`src/rtl/clock_gen_map.svh`:
```
`ifndef CLOCK_GEN_MAP_SVH
`define CLOCK_GEN_MAP_SVH

// ****************************************************************
// register byte offsets
// ****************************************************************
`define OFS_PERIPH_ENABLE      8'h10
`define OFS_PERIPH_DISABLE     8'h14
`define OFS_PERIPH_STATUS      8'h18
`define OFS_MAIN_OSC_CONTROL   8'h20
`define OFS_MAIN_FREQ_MEASURE  8'h24
`define OFS_PLL_CONFIG         8'h2c
`define OFS_MASTER_CLOCK       8'h30
`define OFS_PROG_CLOCK0        8'h40
`define OFS_PROG_CLOCK1        8'h44
`define OFS_CLOCK_STATUS       8'h58
`define OFS_EVENT_STATUS       8'h68
`define OFS_EVENT_MASK         8'h6c

// ****************************************************************
// field positions and widths
// ****************************************************************
`define PERIPH_LOW_MASK        32'hffff_fffc
`define MOR_ENABLE_BIT         0
`define MOR_BYPASS_BIT         1
`define MOR_COUNT_LSB          8
`define MOR_COUNT_MSB          15
`define MOR_COUNT_SHIFT        3
`define MCFR_VALID_BIT         16
`define PLL_CFG_WIDTH          30
`define SEL_WIDTH              5
`define EVT_OSC_BIT            0
`define EVT_LOCK_BIT           2
`define EVT_MEAS_BIT           3
`define EVT_WIDTH              4

// ****************************************************************
// reset values and timing counts
// ****************************************************************
`define PLL_CONFIG_RESET       30'h0000_3f00
`define MEAS_WINDOW_LAST       4'hf
`define CLK_PERIOD_NS          10

`endif

```
`src/rtl/clock_gen_pkg.sv`:
```
`default_nettype none
package clock_gen_pkg;

  // pll register layout, bits 29:0
  typedef struct packed {
    logic [1:0]  usb_clock_ratio;
    logic        unused_bit;
    logic [10:0] pll_factor;
    logic [1:0]  out_range;
    logic [5:0]  pll_settle_count;
    logic [7:0]  in_div;
  } pll_cfg_t;

  // master and programmable clock layout, bits 4:0
  typedef struct packed {
    logic [2:0] clock_ratio_sel;
    logic [1:0] clock_source_sel;
  } clk_sel_t;

  typedef enum logic [1:0] {
    MEAS_IDLE,
    MEAS_ARM,
    MEAS_RUN,
    MEAS_DONE
  } meas_state_t;

endpackage
`default_nettype wire

```
`src/rtl/clock_gen_ctrl.sv`:
```
// Summary of operation
// - peripheral clock bits 31..2 read 1 while running; bits 1..0 unused
// - oscillator enable bit 0 starts/stops crystal; bypass must then be 0
// - without bypass, stable flag rises only after programmed start-up interval elapsed
// - start-up field bits 15..8 times 8 slow clock cycles
// - bypass bit 1 raises stable flag at once; enable kept 0
// - clearing enable and bypass clears the stable flag
// - count main clock over 16 slow periods into 16-bit field
// - measurement valid bit 16 set only with oscillator enabled and count ready
// - pll input divider: 0 no clock, 1 pass, 2..255 divide
// - after pll write count settle slow cycles, then raise lock
// - multiplier 0 turns pll off, else input times factor plus one
// - usb divider: 00 by 1, 01 by 2, 10 by 4, 11 reserved
// - source select 01 main, 11 pll, 10 reserved
// - prescaler codes 000..110 divide by 1..64, 111 reserved
// - source 00 selects slow clock for master and programmable clocks
// - stable flag reads 1 when oscillator stabilized, else 0
`timescale 1ns/1ps
`default_nettype none
`include "clock_gen_map.svh"

module clock_gen_ctrl (
  input  wire logic                     clk_i,
  input  wire logic                     sys_rst_i,
  input  wire logic [7:0]               avs_address_i,
  input  wire logic                     avs_read_i,
  input  wire logic                     avs_write_i,
  input  wire logic [31:0]              avs_writedata_i,
  input  wire logic [3:0]               avs_byteenable_i,
  output var  logic [31:0]              avs_readdata_o,
  output var  logic                     avs_waitrequest_o,
  input  wire logic                     slow_clk_i,
  input  wire logic                     main_clk_i,
  input  wire logic                     pll_clk_i,
  output var  logic [31:0]              periph_clock_bit_o,
  output var  logic                     main_osc_enable_o,
  output var  logic                     crystal_bypass_o,
  output var  logic                     main_osc_stable_flag_o,
  output var  logic                     pll_lock_o,
  output var  clock_gen_pkg::pll_cfg_t  pll_cfg_o,
  output var  logic [11:0]              pll_multiplier_o,
  output var  logic [2:0]               usb_divisor_o,
  output var  clock_gen_pkg::clk_sel_t  master_sel_o,
  output var  logic [3:0]               clk_tick_o,
  output var  logic                     irq_o
);

  // ****************************************************************
  // functions
  // ****************************************************************
  function automatic logic [31:0] be_merge(input logic [31:0] old_v,
                                           input logic [31:0] new_v,
                                           input logic [3:0]  be);
    logic [31:0] r;
    r = old_v;
    for (int b = 0; b < 4; b++) begin
      if (be[b]) begin
        r[b*8 +: 8] = new_v[b*8 +: 8];
      end
    end
    return r;
  endfunction

  // prescaler code to divisor, 0 means no output
  function automatic logic [7:0] ratio_div(input logic [2:0] code);
    logic [7:0] r;
    r = 8'h00;
    if (code != 3'h7) begin
      r = 8'h01 << code;
    end
    return r;
  endfunction

  function automatic logic src_tick(input logic [1:0] sel,
                                    input logic       slow_t,
                                    input logic       main_t,
                                    input logic       pll_t);
    logic r;
    r = 1'b0;
    case (sel)
      2'h0:    r = slow_t;
      2'h1:    r = main_t;
      2'h3:    r = pll_t;
      default: r = 1'b0;
    endcase
    return r;
  endfunction

  // ****************************************************************
  // input synchronisers
  // ****************************************************************
  logic [2:0] slow_sync;
  logic [2:0] main_sync;
  logic [2:0] pll_sync;
  logic       slow_tick;
  logic       main_tick;
  logic       pll_tick;

  always_ff @(posedge clk_i or posedge sys_rst_i) begin
    if (sys_rst_i) begin
      slow_sync <= 3'h0;
      main_sync <= 3'h0;
      pll_sync  <= 3'h0;
    end else begin
      slow_sync <= {slow_sync[1:0], slow_clk_i};
      main_sync <= {main_sync[1:0], main_clk_i};
      pll_sync  <= {pll_sync[1:0], pll_clk_i};
    end
  end

  assign slow_tick = slow_sync[1] & ~slow_sync[2];
  assign main_tick = main_sync[1] & ~main_sync[2];
  assign pll_tick  = pll_sync[1] & ~pll_sync[2];

  // ****************************************************************
  // bus slave
  // ****************************************************************
  logic                     wr_go;
  logic [31:0]              wmerge;
  logic [7:0]               osc_count;
  logic [15:0]              main_freq_count;
  logic                     main_freq_valid;
  clock_gen_pkg::clk_sel_t  prog_sel [2];
  logic [`EVT_WIDTH-1:0]    evt_status;
  logic [`EVT_WIDTH-1:0]    evt_mask;
  logic [`EVT_WIDTH-1:0]    live_status;
  logic [31:0]              next_rdata;

  assign wr_go  = avs_write_i & ~avs_waitrequest_o;
  assign wmerge = be_merge(32'h0, avs_writedata_i, avs_byteenable_i);

  assign live_status = {1'b0, pll_lock_o, 1'b0, main_osc_stable_flag_o};

  always_comb begin
    next_rdata = 32'h0;
    case (avs_address_i)
      `OFS_PERIPH_STATUS:     next_rdata = periph_clock_bit_o;
      `OFS_MAIN_OSC_CONTROL:  next_rdata = {16'h0, osc_count, 6'h0,
                                            crystal_bypass_o, main_osc_enable_o};
      `OFS_MAIN_FREQ_MEASURE: next_rdata = {15'h0, main_freq_valid,
                                            main_freq_count};
      `OFS_PLL_CONFIG:        next_rdata = {2'h0, pll_cfg_o};
      `OFS_MASTER_CLOCK:      next_rdata = {27'h0, master_sel_o};
      `OFS_PROG_CLOCK0:       next_rdata = {27'h0, prog_sel[0]};
      `OFS_PROG_CLOCK1:       next_rdata = {27'h0, prog_sel[1]};
      `OFS_CLOCK_STATUS:      next_rdata = {28'h0, live_status};
      `OFS_EVENT_STATUS:      next_rdata = {28'h0, evt_status};
      `OFS_EVENT_MASK:        next_rdata = {28'h0, evt_mask};
      default:                next_rdata = 32'h0;
    endcase
  end

  // one wait cycle per access, answer in the second cycle
  always_ff @(posedge clk_i or posedge sys_rst_i) begin
    if (sys_rst_i) begin
      avs_waitrequest_o <= 1'b1;
      avs_readdata_o    <= 32'h0;
    end else begin
      avs_waitrequest_o <= ~((avs_read_i | avs_write_i) & avs_waitrequest_o);
      if (avs_read_i & avs_waitrequest_o) begin
        avs_readdata_o <= next_rdata;
      end
    end
  end

  // ****************************************************************
  // configuration registers
  // ****************************************************************
  logic [31:0] pll_word;

  assign pll_word = be_merge({2'h0, pll_cfg_o}, avs_writedata_i, avs_byteenable_i);

  always_ff @(posedge clk_i or posedge sys_rst_i) begin
    if (sys_rst_i) begin
      periph_clock_bit_o <= 32'h0;
    end else if (wr_go && avs_address_i == `OFS_PERIPH_ENABLE) begin
      periph_clock_bit_o <= (periph_clock_bit_o | wmerge) & `PERIPH_LOW_MASK;
    end else if (wr_go && avs_address_i == `OFS_PERIPH_DISABLE) begin
      periph_clock_bit_o <= periph_clock_bit_o & ~wmerge & `PERIPH_LOW_MASK;
    end
  end

  always_ff @(posedge clk_i or posedge sys_rst_i) begin
    if (sys_rst_i) begin
      pll_cfg_o    <= clock_gen_pkg::pll_cfg_t'(`PLL_CONFIG_RESET);
      master_sel_o <= '0;
      prog_sel[0]  <= '0;
      prog_sel[1]  <= '0;
      evt_mask     <= '0;
    end else if (wr_go) begin
      case (avs_address_i)
        `OFS_PLL_CONFIG:   pll_cfg_o <= clock_gen_pkg::pll_cfg_t'(pll_word[29:0]);
        `OFS_MASTER_CLOCK: begin
          if (avs_byteenable_i[0]) begin
            master_sel_o <= clock_gen_pkg::clk_sel_t'(avs_writedata_i[4:0]);
          end
        end
        `OFS_PROG_CLOCK0: begin
          if (avs_byteenable_i[0]) begin
            prog_sel[0] <= clock_gen_pkg::clk_sel_t'(avs_writedata_i[4:0]);
          end
        end
        `OFS_PROG_CLOCK1: begin
          if (avs_byteenable_i[0]) begin
            prog_sel[1] <= clock_gen_pkg::clk_sel_t'(avs_writedata_i[4:0]);
          end
        end
        `OFS_EVENT_MASK: begin
          if (avs_byteenable_i[0]) begin
            evt_mask <= avs_writedata_i[`EVT_WIDTH-1:0];
          end
        end
        default: begin
        end
      endcase
    end
  end

  // ****************************************************************
  // main oscillator start-up
  // ****************************************************************
  logic        mor_wr;
  logic [31:0] mor_word;
  logic        new_en;
  logic        new_byp;
  logic [10:0] osc_cnt;
  logic        osc_counting;

  assign mor_wr   = wr_go && avs_address_i == `OFS_MAIN_OSC_CONTROL;
  assign mor_word = be_merge({16'h0, osc_count, 6'h0, crystal_bypass_o, main_osc_enable_o},
                             avs_writedata_i, avs_byteenable_i);
  assign new_en   = mor_word[`MOR_ENABLE_BIT];
  assign new_byp  = mor_word[`MOR_BYPASS_BIT];

  always_ff @(posedge clk_i or posedge sys_rst_i) begin
    if (sys_rst_i) begin
      main_osc_enable_o      <= 1'b0;
      crystal_bypass_o       <= 1'b0;
      osc_count              <= 8'h0;
      osc_cnt                <= 11'h0;
      osc_counting           <= 1'b0;
      main_osc_stable_flag_o <= 1'b0;
    end else if (mor_wr) begin
      main_osc_enable_o <= new_en;
      crystal_bypass_o  <= new_byp;
      osc_count         <= mor_word[`MOR_COUNT_MSB:`MOR_COUNT_LSB];
      if (new_byp) begin
        main_osc_stable_flag_o <= 1'b1;
        osc_counting           <= 1'b0;
      end else if (new_en && !main_osc_enable_o) begin
        osc_cnt <= {mor_word[`MOR_COUNT_MSB:`MOR_COUNT_LSB], 3'h0};
        osc_counting           <= 1'b1;
        main_osc_stable_flag_o <= 1'b0;
      end else if (!new_en) begin
        main_osc_stable_flag_o <= 1'b0;
        osc_counting           <= 1'b0;
      end
    end else if (osc_counting) begin
      if (osc_cnt == 11'h0) begin
        main_osc_stable_flag_o <= 1'b1;
        osc_counting           <= 1'b0;
      end else if (slow_tick) begin
        osc_cnt <= osc_cnt - 11'h1;
      end
    end
  end

  // ****************************************************************
  // main clock frequency measurement
  // ****************************************************************
  clock_gen_pkg::meas_state_t meas_state;
  logic [3:0]                 win_cnt;
  logic [15:0]                main_cnt;

  always_ff @(posedge clk_i or posedge sys_rst_i) begin
    if (sys_rst_i) begin
      meas_state      <= clock_gen_pkg::MEAS_IDLE;
      win_cnt         <= 4'h0;
      main_cnt        <= 16'h0;
      main_freq_count <= 16'h0;
      main_freq_valid <= 1'b0;
    end else if (!main_osc_enable_o || (mor_wr && !new_en)) begin
      meas_state      <= clock_gen_pkg::MEAS_IDLE;
      main_freq_valid <= 1'b0;
    end else begin
      case (meas_state)
        clock_gen_pkg::MEAS_IDLE: meas_state <= clock_gen_pkg::MEAS_ARM;
        clock_gen_pkg::MEAS_ARM: begin
          if (slow_tick) begin
            meas_state <= clock_gen_pkg::MEAS_RUN;
            win_cnt    <= 4'h0;
            main_cnt   <= 16'h0;
          end
        end
        clock_gen_pkg::MEAS_RUN: begin
          main_cnt <= main_cnt + {15'h0, main_tick};
          if (slow_tick) begin
            if (win_cnt == `MEAS_WINDOW_LAST) begin
              main_freq_count <= main_cnt + {15'h0, main_tick};
              main_freq_valid <= 1'b1;
              meas_state      <= clock_gen_pkg::MEAS_DONE;
            end else begin
              win_cnt <= win_cnt + 4'h1;
            end
          end
        end
        clock_gen_pkg::MEAS_DONE: meas_state <= clock_gen_pkg::MEAS_DONE;
        default: meas_state <= clock_gen_pkg::MEAS_IDLE;
      endcase
    end
  end

  // ****************************************************************
  // pll lock counting and decode
  // ****************************************************************
  logic       pll_wr;
  logic [5:0] pll_cnt;
  logic       pll_counting;

  assign pll_wr = wr_go && avs_address_i == `OFS_PLL_CONFIG;

  always_ff @(posedge clk_i or posedge sys_rst_i) begin
    if (sys_rst_i) begin
      pll_lock_o   <= 1'b0;
      pll_cnt      <= 6'h0;
      pll_counting <= 1'b0;
    end else if (pll_wr) begin
      pll_lock_o   <= 1'b0;
      pll_cnt      <= pll_word[13:8];
      pll_counting <= pll_word[26:16] != 11'h0;
    end else if (pll_counting) begin
      if (pll_cnt == 6'h0) begin
        pll_lock_o   <= 1'b1;
        pll_counting <= 1'b0;
      end else if (slow_tick) begin
        pll_cnt <= pll_cnt - 6'h1;
      end
    end
  end

  always_ff @(posedge clk_i or posedge sys_rst_i) begin
    if (sys_rst_i) begin
      pll_multiplier_o <= 12'h0;
      usb_divisor_o    <= 3'h1;
    end else begin
      if (pll_cfg_o.pll_factor == 11'h0) begin
        pll_multiplier_o <= 12'h0;
      end else begin
        pll_multiplier_o <= {1'b0, pll_cfg_o.pll_factor} + 12'h1;
      end
      case (pll_cfg_o.usb_clock_ratio)
        2'h0:    usb_divisor_o <= 3'h1;
        2'h1:    usb_divisor_o <= 3'h2;
        2'h2:    usb_divisor_o <= 3'h4;
        default: usb_divisor_o <= 3'h0;
      endcase
    end
  end

  // ****************************************************************
  // clock tick dividers: master, prog0, prog1, pll reference
  // ****************************************************************
  logic [3:0] ch_src;
  logic [7:0] ch_div [4];
  logic [7:0] ch_cnt [4];

  always_comb begin
    ch_src[0] = src_tick(master_sel_o.clock_source_sel, slow_tick, main_tick, pll_tick);
    ch_src[1] = src_tick(prog_sel[0].clock_source_sel, slow_tick, main_tick, pll_tick);
    ch_src[2] = src_tick(prog_sel[1].clock_source_sel, slow_tick, main_tick, pll_tick);
    ch_src[3] = main_tick;
    ch_div[0] = ratio_div(master_sel_o.clock_ratio_sel);
    ch_div[1] = ratio_div(prog_sel[0].clock_ratio_sel);
    ch_div[2] = ratio_div(prog_sel[1].clock_ratio_sel);
    ch_div[3] = pll_cfg_o.in_div;
  end

  always_ff @(posedge clk_i or posedge sys_rst_i) begin
    if (sys_rst_i) begin
      clk_tick_o <= 4'h0;
      for (int c = 0; c < 4; c++) begin
        ch_cnt[c] <= 8'h0;
      end
    end else begin
      for (int c = 0; c < 4; c++) begin
        clk_tick_o[c] <= 1'b0;
        if (ch_src[c] && ch_div[c] != 8'h0) begin
          if (ch_cnt[c] >= ch_div[c] - 8'h1) begin
            clk_tick_o[c] <= 1'b1;
            ch_cnt[c]     <= 8'h0;
          end else begin
            ch_cnt[c] <= ch_cnt[c] + 8'h1;
          end
        end
      end
    end
  end

  // ****************************************************************
  // events and interrupt
  // ****************************************************************
  logic [`EVT_WIDTH-1:0] evt_set;
  logic [`EVT_WIDTH-1:0] evt_clr;
  logic                  stable_q;
  logic                  lock_q;
  logic                  valid_q;

  always_ff @(posedge clk_i or posedge sys_rst_i) begin
    if (sys_rst_i) begin
      stable_q <= 1'b0;
      lock_q   <= 1'b0;
      valid_q  <= 1'b0;
    end else begin
      stable_q <= main_osc_stable_flag_o;
      lock_q   <= pll_lock_o;
      valid_q  <= main_freq_valid;
    end
  end

  assign evt_set = {main_freq_valid & ~valid_q, pll_lock_o & ~lock_q, 1'b0,
                    main_osc_stable_flag_o & ~stable_q};
  assign evt_clr = (wr_go && avs_address_i == `OFS_EVENT_STATUS && avs_byteenable_i[0])
                   ? avs_writedata_i[`EVT_WIDTH-1:0] : '0;

  always_ff @(posedge clk_i or posedge sys_rst_i) begin
    if (sys_rst_i) begin
      evt_status <= '0;
      irq_o      <= 1'b0;
    end else begin
      evt_status <= (evt_status & ~evt_clr) | evt_set;
      irq_o      <= |(evt_status & evt_mask);
    end
  end
endmodule
`default_nettype wire

```
`config.mk`:
```
export PLATFORM = sky130hd
export DESIGN_NAME = clock_gen_ctrl
export DESIGN_NICKNAME = d
export VERILOG_FILES = /design/src/rtl/clock_gen_pkg.sv /design/src/rtl/clock_gen_ctrl.sv
export VERILOG_INCLUDE_DIRS = /design/src /design/src/rtl
export SDC_FILE = /design/constraint.sdc
export NUM_CORES = 1
export LEC_CHECK = 0
export BUFFER_PORTS_ARGS = -buffer_cell sky130_fd_sc_hd__buf_2
export CAP_MARGIN = 20
export CORE_MARGIN = 2
export CORE_UTILIZATION = 58
export DETAILED_ROUTE_END_ITERATION = 8
export GPL_TIMING_DRIVEN = 0
export PLACE_DENSITY = 0.83
export SYNTH_ARGS = -nofsm -noshare
export SYNTH_HDL_FRONTEND = slang
export SYNTH_SLANG_ARGS = --single-unit
export TNS_END_PERCENT = 10
```
`constraint.sdc`:
```
create_clock -name clk_i -period 9 [get_ports clk_i]
set_input_delay 0.9 -clock clk_i [delete_from_list [all_inputs] [get_ports clk_i]]
set_output_delay 0.9 -clock clk_i [all_outputs]
set_load 0.005 [all_outputs]
```
==> metrics.md <==
| Metric | Value |
|---|---|
| Fin worst setup slack | `5.43 ns` |
| Pint | `0.00186 W` |
| Synth top area share | `45.7%` |
| Final Slew Violations | `0` |
| H-tree levels | `1` |
| DRT antenna net count | `0` |
| Crit Path Class | `register to register` |
| Setup violators final | `0` |
| Power share of the clock group | `43.1%` |
| Pwr per Cell Area | `163 nW/um^2` |
| Layout area overhead | `15.9%` |
| CP arrival | `4.01 ns` |
| Final wirelength | `36100 um` |
| Post_cts resized | `0` |
| Syn Area/Cell | `9.90 sq um` |
| Initial detailed-routing violation count | `1080` |
| Global route overflow | `0` |
| Most frequent cells in the layout | `dfrtp_1, buf_2, nand2_1` |
| Number of remaining DRC errors | `0` |
| Vias in the first global route | `10.9k` |
| Warnings from Yosys | `0` |
| Final setup skew | `0.0138 ns` |
| Comb power frac | `9.2%` |
| Leakage power total | `7.13 nW` |
| Number of clock sinks | `250` |
| Area leader, netlist | `dfrtp_1` |
| Die Area | `24000 sq um` |
| Buffers on Ports | `170` |
| CTS buffer count | `27` |
| Initial antenna violation count | `1` |
| Via-to-Cell Ratio | `6.28` |
| Pre-CTS WS | `5.48 ns` |
| Post-Synthesis Cells | `1337` |
| Critical Path Start Type | `register` |
| CP required | `9.43 ns` |
| Top_reg_cell synth | `dfrtp_1` |
| Wire per inst | `19.6 um` |
| Yosys cell types | `86` |
| EDFF count, synth | `0` |
| Final #Nets | `1639` |
| Final hold viol count | `0` |
| CORE AREA | `22500 sq um` |
| Layout cell share with drive strength beyond 1 | `21.9%` |
| CTS tree | `built` |
| CP Capture Type | `register` |
| Setup TNS | `0 ns` |
| Hpwl dp | `26000 um` |
| Final GP Congestion | `0.963` |
| Period utilization | `39.7%` |
| Worst-margin pin slew | `0.984 ns` |
| Seq/Total Area, Yosys | `47.3%` |
| Max Root-Sink Buffers | `3` |
| Starting Density | `58.8%` |
| Most common cell after layout, fill and taps aside | `dfrtp_1` |
| Ys async rst share | `100%` |
| RSZ-0062 raised after global routing | `false` |
| Sw power | `0.000643 W` |
| CTS Hold Bufs | `0` |
| Chip width | `155 um` |
| Largest net degree at the start of global routing | `129` |
| Register share of total power | `47.7%` |
| Reg2reg start | `master_sel_o[4]` |
| Clock latency reported for the late side of the worst-skew pair | `0.56 ns` |
| Fmax | `280 MHz` |
| Max_slew headroom | `33.8%` |
| FP Rows | `55` |
| Vias | `11.6k` |
| Total GRT Usage | `29.9%` |
| Top cells by area, synth | `dfrtp_1, nand2_1, ha_1` |
| Synthesized area | `13200 sq um` |
| Worst-path clk slew | `0.06 ns` |
| Yosys reg bits | `250` |
| Root Buffer | `clkbuf_16` |
| Minimum clock period | `3.57 ns` |
| First-pass GRT wire length | `58000 um` |
| Setup bufs post-CTS | `0` |
| Critical Path Source | `master_sel_o[4]` |
| Max IR drop VDD | `0.000140 V` |
| CP max FO | `10` |
| Hold wc startpoint | `pll_sync[0]` |
| IO Pins | `175` |
| Type of the most critical hold path | `register to register` |
| Router iterations before antenna repair | `5` |
| Die H | `155 um` |
| Max_cap viols | `0` |
| Sw Share | `25.7%` |
| Status | `completed` |
## cell families (layout without fill, tap and decap cells)
family	count (synthesis)	after routing	synth area share, %
other	1	3	0.0283
buffers and inverters	116	333	3.92
adder cells (fa/ha/maj)	50	50	4.73
flip-flops	250	250	47.3
AND/OR/NAND/NOR	461	461	18.1
multiplexers	67	67	5.59
XOR/XNOR	39	39	2.58
AO/OA/AOI/OAI	353	353	17.8
## critical path, cell delays in order (launching register included)
cell and delay [ns]:
dfrtp_1 0.40, clkbuf_1 0.24, or3_1 0.50, ha_1 0.21
clkbuf_1 0.17, nor3_1 0.16, a21oi_1 0.06, o21a_1 0.19
ha_1 0.27, nand4_1 0.08, o311ai_0 0.45, clkbuf_1 0.38
nor3b_1 0.09, a211o_1 0.27
## cell usage after synthesis (11+ instances only)
cell      number
nand2_1      167
o21ai_1       48
a31oi_1       29
nand2b_1      24
mux2_2        55
o21ai_0       66
a22o_1        20
clkbuf_1      38
nand4_1       13
inv_1         55
a21oi_1       55
xor2_1        15
nor4_1        15
and3_1        23
nor2_1        69
nor3_1        22
ha_1          50
or3_1         11
mux2i_1       11
nor2b_1       19
nand3_1       48
dfrtp_1      242
a22oi_1       22
xnor2_1       24
## final timing paths
| path | slack, ns | cells after the start | end |
|---|---|---|---|
| setup reg to reg | 5.43 | 13 | ch_cnt[31] |
| hold / removal | 0.35 | 0 | pll_sync[1] |
| hold reg to reg | 0.35 | 0 | pll_sync[1] |
| max in group asynchronous | 7.36 | 3 | pll_multiplier_o[10] |
| min in group asynchronous | 0.54 | 2 | ch_cnt[28] |
| setup / recovery | 5.43 | 13 | ch_cnt[31] |
## routing by layer
| metal | share of wire, % | vias up | GRT usage, % |
|---|---|---|---|
| met1 | 41 | 5588 | 41.3 |
| li1 | - | 5262 | - |
| met2 | 46 | 612 | 47.5 |
| met5 | 0 | - | 0 |
| met3 | 9.6 | 106 | 5.21 |
| met4 | 3.7 | 0 | 11.4 |
## per-stage QoR
step / utilization (%) / hold slack, ns / cells / power [W] / area, sq um
after global placement: 64.2 / 0.333 / 1793 / 0.00143 / 14500
after global routing: 68.2 / 0.354 / 1841 / 0.00259 / 15300
after CTS: 68.2 / 0.350 / 1840 / 0.00251 / 15300
after detailed placement: 64.4 / 0.337 / 1794 / 0.00144 / 14500
after floorplan: - / 0.331 / 1338 / 0.00136 / 13200
final: 68.2 / 0.348 / 1841 / 0.00250 / 15300
## power by group through the flow
stage	logic, W	clock network (W)	registers [W]
after floorplan	0.000152	0	0.00120
after global routing	0.000261	0.00113	0.00120
after global placement	0.000217	0	0.00121
final	0.000231	0.00108	0.00119
after CTS	0.000230	0.00108	0.00119
after detailed placement	0.000227	0	0.00121
## final cells by class
type | instances | area, sq um
clock inverter | 7 | 53.8
sequential | 250 | 6270
inverter | 55 | 214
timing repair buffer | 171 | 878
buffer | 61 | 313
antenna | 1 | 2.50
tap | 285 | 357
fill | 1677 | 7160
multi-input combinational | 972 | 6460
clock buffer | 39 | 801
No activity file was read; power rests on OpenSTA's default activity.
